$ cat config.mk
export PLATFORM = sky130hd
export DESIGN_NAME = rx_port_page_select_regs
export DESIGN_NICKNAME = d
export VERILOG_FILES = /design/src/include/rx_page_pkg.sv /design/src/hw/rx_port_page_select_regs.sv
export SDC_FILE = /design/constraint.sdc
export NUM_CORES = 2
export LEC_CHECK = 0
export BUFFER_PORTS_ARGS = -buffer_cell sky130_fd_sc_hd__buf_4
export CAP_MARGIN = 20
export CORE_MARGIN = 2
export CORE_UTILIZATION = 45
export DETAILED_ROUTE_END_ITERATION = 8
export MAX_ROUTING_LAYER = met4
export PLACE_DENSITY = 0.59
export SLEW_MARGIN = 10
export SYNTH_ARGS = -nofsm -noshare
export SYNTH_HDL_FRONTEND = slang
export SYNTH_SLANG_ARGS = --single-unit
$ cat constraint.sdc
create_clock -name clk -period 16.5 [get_ports clk]
set_clock_uncertainty 0.2 [all_clocks]
set_input_delay 1.65 -clock clk [delete_from_list [all_inputs] [get_ports clk]]
set_output_delay 1.65 -clock clk [all_outputs]
set_load 0.02 [all_outputs]
$ cat src/include/rx_page_pkg.sv
// Shared constants for the receive-port paging register slice.
// Assumes a byte-wide register access port decoded by an upstream I2C/control-channel front end.
package rx_page_pkg;
  localparam int NUM_PORTS = 4;
  localparam int NUM_SOURCES = 5;            // Source 0 local I2C, 1..4 control channel of port 0..3
  localparam logic [7:0] ADDR_RESERVED = 8'h49;
  localparam logic [7:0] ADDR_LINK_CAP = 8'h4A;
  localparam logic [7:0] ADDR_RAW_EMBED = 8'h4B;
  localparam logic [7:0] ADDR_PAGE_SEL = 8'h4C;
  localparam logic [7:0] ADDR_PORT_STS1 = 8'h4D;
  localparam logic [7:0] PAGED_LO_A = 8'h4D;
  localparam logic [7:0] PAGED_HI_A = 8'h7F;
  localparam logic [7:0] PAGED_LO_B = 8'hD0;
  localparam logic [7:0] PAGED_HI_B = 8'hDF;
  localparam logic [7:0] RESERVED_VALUE = 8'h00;
  localparam logic [5:0] EMBED_TYPE_RESET = 6'h12;
  localparam logic [1:0] EMBED_COUNT_RESET = 2'h0;
  localparam logic CRC_FLAG_RESET = 1'b0;
  localparam int CRC_FLAG_BIT = 4;
  localparam int EMBED_COUNT_LSB = 6;
  localparam int ARRIVAL_LSB = 6;
  localparam int READ_SEL_LSB = 4;
  localparam int STS_PORT_LSB = 6;
  localparam logic [5:0] RAW10_RESET = 6'h2B;
  localparam logic [5:0] RAW12_RESET = 6'h2C;
endpackage

$ cat src/hw/rx_port_page_select_regs.sv
// Port paging control, capability bit and raw embedded type substitution.
// Assumes reg_rd/reg_wr are one-cycle strobes from a front end naming the access source.
// What this block does
// (RULE1) The two-bit read selector chooses which of the four port copies answers paged reads.
// (RULE2) Four write-enable bits choose which port copies take a paged write, any combination.
// (RULE3) Paging applies to addresses 0x4D to 0x7F and 0xD0 to 0xDF.
// (RULE4) Control-channel sources default to their own port for read and write; local I2C to zero.
// (RULE5) The arrival-port field reads zero locally and the carrying port number remotely.
// (RULE6) Each access source keeps its own paging state.
// (RULE7) An embedded line count of 0 sends all lines as raw video, 1 to 3 send that many first.
// (RULE8) Substituted lines carry the six-bit embedded type value, reset 0x12.
// (RULE9) Substitution never applies to a port set for CSI-2 formatted input.
// (RULE10) Software should set the encoder CRC flag bit and keep the encoder CRC disable low.
// (RULE11) Location 0x49 reads as 0x00.
// (RULE12) The first per-port status register reports the selected read port in bits 7:6.
// (RULE13) A paged write with no write enable set changes no port copy.
`timescale 1ns/1ps
module rx_port_page_select_regs
  import rx_page_pkg::*;
#(
  parameter int PAGED_WORDS = 67
) (
  input wire logic clk,
  input wire logic rst_n,
  input wire logic reg_rd,
  input wire logic reg_wr,
  input wire logic [7:0] reg_addr,
  input wire logic [7:0] reg_wdata,
  input wire logic reg_remote,
  input wire logic [1:0] reg_src_port,
  output logic [7:0] reg_rdata_ff,
  output logic reg_rvalid_ff,
  input wire logic [3:0] csi2_mode,
  input wire logic [3:0] frame_start,
  input wire logic [3:0] long_pkt,
  input wire logic [5:0] raw_type_in [NUM_PORTS],
  output logic [5:0] pkt_type_ff [NUM_PORTS],
  output logic [3:0] pkt_embedded_ff,
  output logic [3:0] crc_flag_enable_ff
);

  // ****************************************
  // Elaboration checks
  // ****************************************
  // Low window is stored first, the high window is stacked right after it
  localparam int LOW_WORDS = int'(PAGED_HI_A - PAGED_LO_A) + 1;
  localparam int HIGH_WORDS = int'(PAGED_HI_B - PAGED_LO_B) + 1;
  localparam int IDX_W = $clog2(PAGED_WORDS);
  // Line counter stops here, so long frames never wrap back into the embedded lines
  localparam logic [1:0] LINE_CNT_MAX = 2'h3;
  // One long packet per step
  localparam logic [1:0] LINE_CNT_STEP = 2'h1;

  // A smaller array would alias the high window onto the low one
  if (PAGED_WORDS < LOW_WORDS + HIGH_WORDS) begin : g_words_check
    $error("PAGED_WORDS too small for both paged windows");
  end
  // One local source plus one control-channel source per port
  if (NUM_SOURCES != NUM_PORTS + 1) begin : g_sources_check
    $error("NUM_SOURCES must be one more than NUM_PORTS");
  end

  // ****************************************
  // Decode helpers
  // ****************************************
  // (RULE3) membership in either paged window
  function automatic logic is_paged(input logic [7:0] a);
    logic lo_hit;
    logic hi_hit;
    lo_hit = (a >= PAGED_LO_A) && (a <= PAGED_HI_A);
    hi_hit = (a >= PAGED_LO_B) && (a <= PAGED_HI_B);
    return lo_hit || hi_hit;
  endfunction

  // Folds both windows into one index with no overlap, so every paged byte stays its own
  function automatic logic [IDX_W-1:0] page_index(input logic [7:0] a);
    int t;
    t = 0;
    if (a <= PAGED_HI_A) begin
      t = int'(a) - int'(PAGED_LO_A);
    end else begin
      t = int'(a) - int'(PAGED_LO_B) + LOW_WORDS;
    end
    return IDX_W'(t);
  endfunction

  // ****************************************
  // Storage and source decode
  // ****************************************
  // Paging state is kept per access source, register copies per receive port
  logic [2:0] src;
  logic [1:0] sel_ff [NUM_SOURCES];
  logic [3:0] wen_ff [NUM_SOURCES];
  logic [5:0] embed_type_ff [NUM_PORTS];
  logic [1:0] embed_count_ff [NUM_PORTS];
  logic [7:0] paged_ff [NUM_PORTS][PAGED_WORDS];
  logic [1:0] line_cnt_ff [NUM_PORTS];
  logic [1:0] rd_port;
  logic [3:0] port_wr;
  logic [3:0] swap;

  // (RULE6) per-source state, local I2C is source 0
  assign src = reg_remote ? (3'h1 + {1'b0, reg_src_port}) : 3'h0;

  // Read copy chosen by the requesting source only
  assign rd_port = sel_ff[src];

  // (RULE2) ports taking this write, any combination
  // (RULE13) no enable set means no port copy moves
  assign port_wr = reg_wr ? wen_ff[src] : 4'h0;

  // ****************************************
  // Paging state
  // ****************************************
  // (RULE4) read selector defaults per source
  // A remote source starts on its own port so it can read back at once
  always_ff @(posedge clk) begin
    if (!rst_n) begin
      for (int s = 0; s < NUM_SOURCES; s++) begin
        sel_ff[s] <= (s == 0) ? 2'h0 : 2'(s - 1);
      end
    end else if (reg_wr && reg_addr == ADDR_PAGE_SEL) begin
      sel_ff[src] <= reg_wdata[READ_SEL_LSB +: 2];
    end
  end

  // (RULE4) write enable defaults per source
  // Local I2C starts with every port locked, so a stray write touches nothing
  always_ff @(posedge clk) begin
    if (!rst_n) begin
      for (int s = 0; s < NUM_SOURCES; s++) begin
        wen_ff[s] <= (s == 0) ? 4'h0 : 4'(1 << (s - 1));
      end
    end else if (reg_wr && reg_addr == ADDR_PAGE_SEL) begin
      wen_ff[src] <= reg_wdata[NUM_PORTS-1:0];
    end
  end

  // ****************************************
  // Per-port copies
  // ****************************************
  // Capability bit, which software is expected to set
  // Only bit 4 is stored; the other bits are reserved and read zero
  always_ff @(posedge clk) begin
    if (!rst_n) begin
      for (int p = 0; p < NUM_PORTS; p++) begin
        crc_flag_enable_ff[p] <= CRC_FLAG_RESET;
      end
    end else if (reg_addr == ADDR_LINK_CAP) begin
      for (int p = 0; p < NUM_PORTS; p++) begin
        if (port_wr[p]) begin
          crc_flag_enable_ff[p] <= reg_wdata[CRC_FLAG_BIT];
        end
      end
    end
  end

  // (RULE7) embedded line count per port
  // Changing it mid-frame takes effect on the next long packet
  always_ff @(posedge clk) begin
    if (!rst_n) begin
      for (int p = 0; p < NUM_PORTS; p++) begin
        embed_count_ff[p] <= EMBED_COUNT_RESET;
      end
    end else if (reg_addr == ADDR_RAW_EMBED) begin
      for (int p = 0; p < NUM_PORTS; p++) begin
        if (port_wr[p]) begin
          embed_count_ff[p] <= reg_wdata[EMBED_COUNT_LSB +: 2];
        end
      end
    end
  end

  // (RULE8) embedded type value per port
  // Reset value marks the line as embedded non-image data
  always_ff @(posedge clk) begin
    if (!rst_n) begin
      for (int p = 0; p < NUM_PORTS; p++) begin
        embed_type_ff[p] <= EMBED_TYPE_RESET;
      end
    end else if (reg_addr == ADDR_RAW_EMBED) begin
      for (int p = 0; p < NUM_PORTS; p++) begin
        if (port_wr[p]) begin
          embed_type_ff[p] <= reg_wdata[5:0];
        end
      end
    end
  end

  // (RULE3) paged window bytes
  // Contents are plain storage here; status logic of other blocks overrides on read
  always_ff @(posedge clk) begin
    if (!rst_n) begin
      for (int p = 0; p < NUM_PORTS; p++) begin
        for (int w = 0; w < PAGED_WORDS; w++) begin
          paged_ff[p][w] <= 8'h00;
        end
      end
    end else if (is_paged(reg_addr)) begin
      for (int p = 0; p < NUM_PORTS; p++) begin
        if (port_wr[p]) begin
          paged_ff[p][page_index(reg_addr)] <= reg_wdata;
        end
      end
    end
  end

  // ****************************************
  // Read path
  // ****************************************
  // Answer strobe one cycle after each read
  always_ff @(posedge clk) begin
    if (!rst_n) begin
      reg_rvalid_ff <= 1'b0;
    end else begin
      reg_rvalid_ff <= reg_rd;
    end
  end

  // (RULE1) read selector picks the copy
  // Data holds until the next read, so a slow front end may pick it up late
  always_ff @(posedge clk) begin
    if (!rst_n) begin
      reg_rdata_ff <= 8'h00;
    end else if (reg_rd) begin
      if (reg_addr == ADDR_RESERVED) begin
        // (RULE11) reads zero
        reg_rdata_ff <= RESERVED_VALUE;
      end else if (reg_addr == ADDR_PAGE_SEL) begin
        // (RULE5) arrival port
        reg_rdata_ff <= {(reg_remote ? reg_src_port : 2'h0), rd_port, wen_ff[src]};
      end else if (reg_addr == ADDR_LINK_CAP) begin
        reg_rdata_ff <= 8'(crc_flag_enable_ff[rd_port]) << CRC_FLAG_BIT;
      end else if (reg_addr == ADDR_RAW_EMBED) begin
        reg_rdata_ff <= {embed_count_ff[rd_port], embed_type_ff[rd_port]};
      end else if (reg_addr == ADDR_PORT_STS1) begin
        // (RULE12) selected port in status; other status bits belong elsewhere
        reg_rdata_ff <= {rd_port, 6'h00};
      end else if (is_paged(reg_addr)) begin
        // (RULE1) paged copy of the selected port
        reg_rdata_ff <= paged_ff[rd_port][page_index(reg_addr)];
      end else begin
        // Unmapped reads return zero
        reg_rdata_ff <= 8'h00;
      end
    end
  end

  // ****************************************
  // Embedded type substitution
  // ****************************************
  // (RULE8) type swap; (RULE9) never in CSI-2 mode
  // One decision per port, shared by the type and the flag registers
  always_comb begin
    swap = 4'h0;
    for (int p = 0; p < NUM_PORTS; p++) begin
      swap[p] = long_pkt[p] && !csi2_mode[p] && (line_cnt_ff[p] < embed_count_ff[p]);
    end
  end

  // (RULE7) counts long packets since frame start
  // Frame start wins over a packet in the same cycle; that packet uses the old count
  always_ff @(posedge clk) begin
    if (!rst_n) begin
      for (int p = 0; p < NUM_PORTS; p++) begin
        line_cnt_ff[p] <= 2'h0;
      end
    end else begin
      for (int p = 0; p < NUM_PORTS; p++) begin
        if (frame_start[p]) begin
          line_cnt_ff[p] <= 2'h0;
        end else if (long_pkt[p] && line_cnt_ff[p] != LINE_CNT_MAX) begin
          line_cnt_ff[p] <= line_cnt_ff[p] + LINE_CNT_STEP;
        end
      end
    end
  end

  // (RULE8) type handed on with each packet
  // Raw type passes through untouched when no substitution applies
  always_ff @(posedge clk) begin
    if (!rst_n) begin
      for (int p = 0; p < NUM_PORTS; p++) begin
        pkt_type_ff[p] <= 6'h00;
      end
    end else begin
      for (int p = 0; p < NUM_PORTS; p++) begin
        if (swap[p]) begin
          pkt_type_ff[p] <= embed_type_ff[p];
        end else begin
          pkt_type_ff[p] <= raw_type_in[p];
        end
      end
    end
  end

  // (RULE9) flag marks substituted packets only
  always_ff @(posedge clk) begin
    if (!rst_n) begin
      pkt_embedded_ff <= 4'h0;
    end else begin
      pkt_embedded_ff <= swap;
    end
  end
endmodule

Word-level counts from Yosys, hierarchy flattened
Memory sizes are Yosys's and may differ from the RTL's.
Index checks and enable logic that the tools add are counted.
{ "op_classes": {"eq_ne": 9, "n_reduce_logical": 30, "muxes": 2273, "bitwise": 2165, "addsub": 8, "order_cmp": 18} }
{ "op_table": {"columns": ["operator", "n"], "rows": [
  ["$mux W1", 2203],
  ["$or A1 B1 Y1", 2160],
  ["$mux W536", 4],
  ["$demux W8 S7", 4],
  ["$mux W7", 21],
  ["$mux W8", 12],
  ["$bmux W8 S7", 1],
  ["$ge A8 B8 Y1 const B", 6],
  ["$mux W6", 8],
  ["$eq A8 B7 Y1 const B", 5],
  ["$not A7 Y8", 5],
  ["$lt A8 B1 Y1 const B", 4],
  ["$mux W2", 14],
  ["$logic_and A1 B1 Y1", 19],
  ["$sub A7 B7 Y7 const B", 2],
  ["$mux W3", 3],
  ["$add A2 B1 Y2 const B", 4],
  ["$ge A8 B7 Y1 const B", 1],
  ["$le A8 B7 Y1 const B", 1],
  ["$le A8 B8 Y1 const B", 1],
  ["$lt A2 B2 Y1", 4],
  ["$mux W4", 2],
  ["$ne A2 B2 Y1 const B", 4],
  ["$reduce_and A2 Y1", 4],
  ["8 further kinds", 11]
]} }
{ "word_totals": {"n_memories": 6, "mem_bits_rw": 2214, "word_cells": 4520, "inputBits": 59, "ff_bits": 41, "out_inout_bits": 41} }
{ "memory_table": {"columns": ["memory", "words", "word_bits", "read_ports", "rd_ports_with_merged_regs", "write_ports", "line_no", "text"], "rows": [
  ["paged_ff", 4, 536, 1, 0, 4, "rx_port_page_select_regs.sv:96", "logic [7:0] paged_ff [NUM_PORTS][PAGED_WORDS];"],
  ["embed_type_ff", 4, 6, 5, 0, 4, "rx_port_page_select_regs.sv:94", "logic [5:0] embed_type_ff [NUM_PORTS];"],
  ["wen_ff", 5, 4, 1, 0, 5, "rx_port_page_select_regs.sv:93", "logic [3:0] wen_ff [NUM_SOURCES];"],
  ["sel_ff", 5, 2, 1, 0, 5, "rx_port_page_select_regs.sv:92", "logic [1:0] sel_ff [NUM_SOURCES];"],
  ["embed_count_ff", 4, 2, 5, 0, 4, "rx_port_page_select_regs.sv:95", "logic [1:0] embed_count_ff [NUM_PORTS];"],
  ["line_cnt_ff", 4, 2, 4, 0, 4, "rx_port_page_select_regs.sv:97", "logic [1:0] line_cnt_ff [NUM_PORTS];"]
]} }

Longest topological paths before layout
{ "logic_depth": {"ltp_word": 21, "ltp_mapped": 19, "ltp_nobuf": 12} }

Worst setup path after synthesis
No wires, ideal clock.
{ "synth_timing": {"path_type": "input to register", "start": "input port reg_addr[0]", "end": "memory paged_ff[1][0] (netlist name), data pin", "required_ns": 15.764, "arrival_ns": 6.467, "cell_stages": 18, "path_slack_ns": 9.297, "path_cell_list": "buf_2 -> inv_1 -> clkbuf_1 -> buf_2 -> ha_1 -> buf_2 -> nand3b_1 -> a221oi_1 -> o21ai_1 -> buf_2 -> nor3_1 -> nand2_2 -> o21ai_0 -> nor4_1 -> nand4_1 -> nor4_1 -> buf_2 -> nor2b_1"} }
{ "synth_lines": {"columns": ["item", "line_no", "text"], "rows": [
  ["start: declaration", "rx_port_page_select_regs.sv:27", "input wire logic [7:0] reg_addr,"],
  ["end: declaration", "rx_port_page_select_regs.sv:96", null]
]} }

Worst setup path in the final report
{ "layout_timing": {"start": "input port reg_src_port[0]", "end": "register reg_rdata_ff[3]"} }
{ "layout_between": {"elab_chain_cells": 13, "elab_cells_between_ends": 15, "classes_between": "1 x add/sub; 10 x mux; 4 x memory"} }
{ "layout_lines": {"columns": ["item", "line_no", "text"], "rows": [
  ["start: declaration", "rx_port_page_select_regs.sv:30", "input wire logic [1:0] reg_src_port,"],
  ["$add A1 B2 Y3 *", "rx_port_page_select_regs.sv:103", "assign src = reg_remote ? (3'h1 + {1'b0, reg_src_port}) : 3'h0;"],
  ["$mux W3 *", "rx_port_page_select_regs.sv:103", null],
  ["$mem_v2 Z5 W2", null, null],
  ["$mem_v2 Z4 W536", null, null],
  ["$bmux W8 S7", "rx_port_page_select_regs.sv:241", "reg_rdata_ff <= paged_ff[rd_port][page_index(reg_addr)];"],
  ["$mux W8 (not written as such) (2 in series)", "rx_port_page_select_regs.sv:241", null],
  ["$mux W8", "rx_port_page_select_regs.sv:239", "end else if (is_paged(reg_addr)) begin"],
  ["$mux W8", "rx_port_page_select_regs.sv:236", "end else if (reg_addr == ADDR_PORT_STS1) begin"],
  ["$mux W8", "rx_port_page_select_regs.sv:234", "end else if (reg_addr == ADDR_RAW_EMBED) begin"],
  ["$mux W8", "rx_port_page_select_regs.sv:232", "end else if (reg_addr == ADDR_LINK_CAP) begin"],
  ["$mux W8 *", "rx_port_page_select_regs.sv:229", "end else if (reg_addr == ADDR_PAGE_SEL) begin"],
  ["$mux W8 *", "rx_port_page_select_regs.sv:226", "if (reg_addr == ADDR_RESERVED) begin"],
  ["end signal: assignment", "rx_port_page_select_regs.sv:231", "reg_rdata_ff <= {(reg_remote ? reg_src_port : 2'h0), rd_port, wen_ff[src]};"],
  ["end signal: assignment", "rx_port_page_select_regs.sv:233", "reg_rdata_ff <= 8'(crc_flag_enable_ff[rd_port]) << CRC_FLAG_BIT;"],
  ["end signal: assignment", "rx_port_page_select_regs.sv:235", "reg_rdata_ff <= {embed_count_ff[rd_port], embed_type_ff[rd_port]};"],
  ["end: declaration", "rx_port_page_select_regs.sv:31", "output logic [7:0] reg_rdata_ff,"]
]} }
Mark *: on every way between the ends. The rest lies on a longest branch, timed or not. The select of a mux whose other input is x is not followed.
A chain may end at the register's enable or synchronous reset.

==> impl_metrics.json <==
{
  "ys_warn_count": 0,
  "maxSlewViolCount": 0,
  "grt_use_met1_pct": 50.0,
  "path_clk_slew_ns": 0.06,
  "p_sw_mw": 3.65,
  "status": "complete, no violations",
  "wire_per_inst_um": 33.3,
  "syn_avg_cell_area_um2": 10.1,
  "area_growth_pct": 12.0,
  "gp_congestion": 1.06,
  "grt_pass1_vias": 79082,
  "dp.cells": 12916,
  "finalNetCount": 10228,
  "grt.busiest_layer": "met2",
  "cts-resized-gates": 0,
  "synth_largest_area_cell": "edfxtp_1",
  "drive_gt1_share_pct": 11.5,
  "holdPathStages": 2,
  "cts_root_buffer": "clkbuf_16",
  "synth_seq_cells": 2273,
  "numCtsBuffers": 236,
  "finalHoldViolations": 0,
  "min_from": "paged_ff[3][11]",
  "fin_crit_ns": 7.98,
  "ant_nets": 0,
  "r2r_cells": 13,
  "crit_path_end_kind": "register",
  "post-cts-setup-buffer-count": 0,
  "synth_flop_cell": "edfxtp_1",
  "crit_top_cell": "buf_4",
  "ys_top_cells_by_area": "edfxtp_1 (34%), dfxtp_1 (22%), nand2_1 (11%), a21boi_0 (7.3%), mux4_2 (4.7%)",
  "cp_data_arrival_time_ns": 8.55,
  "synth-async-reset-ratio_pct": 0,
  "portBuffers": 99,
  "met3_usage_pct": 11.0,
  "power_frac_comb_pct": 12.1,
  "cts_max_level": 4,
  "crit_chain": "buf_4 > ha_1 > or3b_1 > a21o_2 > buf_4 > nand3_4 > buf_12 > buf_4 > buf_4 > mux4_2 > or3_1 > o221ai_1 > a2111oi_0 > a221o_1 > nor3_1 > o41ai_2",
  "vias": 86128,
  "tightest_slew_ns": 1.27,
  "period_share_pct": 48.4,
  "fmax_ghz": 0.125,
  "io_pins": 100,
  "maxCapViolations": 0,
  "drt-initial-drc-count": 14962,
  "via_per_inst": 6.41,
  "p_leak_nw": 38.4,
  "yosysTopAreaCellShare_pct": 34.2,
  "ctsHoldBuffers": 0,
  "start_util_pct": 45.2,
  "met2_usage_pct": 54.1,
  "clock_path_buffers": 3,
  "cp-start-kind": "input pin",
  "die_w_um": 482,
  "synthCells": 10209,
  "setup_tns_ns": 0,
  "final_util_pct": 50.7,
  "route.detailed.drc": 0,
  "pwr-share-seq_pct": 46.6,
  "synth_area_um2": 103000,
  "power_density_nw_per_um2": 114,
  "cp_slowest_cell": "buf_4",
  "switching_share_pct": 27.8,
  "ir_worst_vdd_mv": 0.118,
  "crit_fanout": 104,
  "r2r_end": "reg_rdata_ff[3]",
  "cp_top_family": "buffers and inverters",
  "die-height_um": 482,
  "r2r_slack_ns": 10.22,
  "syn_nets": 10281,
  "reg2reg_from": "sel_ff[0][0]",
  "crit_required_ns": 17.07,
  "grt_max_degree": 186,
  "grt_overflow_total": 0,
  "grt_pass1_wl_um": 622000,
  "grtUsageTotal_pct": 38.9,
  "synth_edf_count": 1168,
  "setup_viol": 0,
  "die_area_um2": 232000,
  "rsz0062_at_grt": "no",
  "core_um2": 227000,
  "grt_antenna_before_repair": 43,
  "post-synth-top-count-cell": "nand2_1",
  "synth_cell_types": 99,
  "cts_tree": "built",
  "slowest_delay_ns": 0.76,
  "relSlewSlack_pct": 14.8,
  "criticalPathCategory": "input pin to register",
  "p_clk_share_pct": 41.3,
  "place_hpwl_um": 282000,
  "hold_end": "paged_ff[3][11]",
  "path_buf_inv": 5,
  "ys_top_cells_by_count": "nand2_1 (3,066), edfxtp_1 (1,168), dfxtp_1 (1,105)",
  "finalNonFillerCells": 13433,
  "p_int_mw": 9.47,
  "wl_um": 447000,
  "hp-class": "register to register",
  "cts_sinks": 2273,
  "drtPass1Iterations": 6,
  "yosysSeqAreaShare_pct": 55.7,
  "clk_latency_ns": 0.93,
  "rows": 175
}
-- flip-flops by register name, indices dropped and copies added (netlist names) --
name,cells
sel_ff,16
embed_count_ff,8
paged_ff,2144
pkt_type_ff,24
embed_type_ff,24
reg_rvalid_ff,1
line_cnt_ff,8
reg_rdata_ff,8
wen_ff,32
pkt_embedded_ff,4
crc_flag_enable_ff,4
-- stage by stage --
stage	cell area (um^2)	total power [mW]	hold WS (ns)	setup slack (ns)
global placement	107000	7.73	0.234	7.49
finish	115000	13.1	0.249	8.52
CTS	115000	13.1	0.252	8.68
detailed placement	107000	7.74	0.244	7.72
global route	115000	13.4	0.272	8.42
floorplan	103000	7.04	0.228	9.30
-- power groups by stage --
stage / clock network (mW) / registers [mW] / logic [mW]
final: 5.42 / 6.11 / 1.59
after global routing: 5.66 / 6.12 / 1.58
after CTS: 5.43 / 6.11 / 1.51
after detailed placement: 0 / 6.23 / 1.51
after global placement: 0 / 6.23 / 1.50
after floorplan: 0 / 6.22 / 0.816
-- cells by family after synthesis --
kind of cell / count (synthesis) / synth area share [%]
compound gates: 1701 / 11.9
xor+xnor: 13 / 0.133
fa+ha+maj: 14 / 0.168
buf+inv: 778 / 3.62
flops: 2273 / 55.7
mux: 410 / 6.72
simple gates: 5020 / 21.7
-- layer usage --
metal,share of wire (%),vias to the layer above
met3,13,1317
li1,-,35708
met1,37,42759
met2,42,6344
met4,7.1,0
met5,0,-
-- placed cells by master, fill, tap and decap left out, types with 24 or more instances in the layout --
master	instances
a21boi_0	994
a21boi_1	43
a21oi_1	40
a22oi_1	38
a31oi_1	87
a32oi_1	52
and2_1	583
and3_1	51
buf_4	424
clkbuf_1	77
clkbuf_16	237
clkbuf_8	42
clkinv_2	38
dfxtp_1	1105
diode_2	54
edfxtp_1	1168
mux2i_1	178
mux4_2	216
nand2_1	3049
nand3_1	685
nand4_1	111
nor2_1	246
nor2_4	28
nor2b_1	64
nor3_1	28
nor4_1	24
o21ai_0	180
o22ai_1	89
-- worst min-delay path, delay by kind of cell, from the launching register on --
family,cells,cell delay [ns]
flops,1,0.31
compound gates,1,0.05
simple gates,1,0.05
-- how the worst max path moves through the flow --
stage                     from               to  slack, ns  depth (start not counted)
4_1_cts        reg_src_port[0]  reg_rdata_ff[3]       8.68                         16
3_3_place_gp   reg_src_port[0]  reg_rdata_ff[7]       7.49                         15
2_1_floorplan      reg_addr[0]   paged_ff[1][0]       9.30                         18
6_report       reg_src_port[0]  reg_rdata_ff[3]       8.52                         16
3_5_place_dp   reg_src_port[0]  reg_rdata_ff[3]       7.72                         16
5_1_grt        reg_src_port[0]  reg_rdata_ff[3]       8.42                         16
-- cell type report --
class / instances / area [um^2]
fill: 20391 / 112000
sequential: 2273 / 57200
multi-input combinational: 7158 / 42300
clock buffer: 356 / 6800
tap: 3009 / 3760
timing repair buffer: 469 / 3740
clock inverter: 96 / 987
antenna: 54 / 135
inverter: 18 / 67.6
No activity file was read; power rests on OpenSTA's default activity.
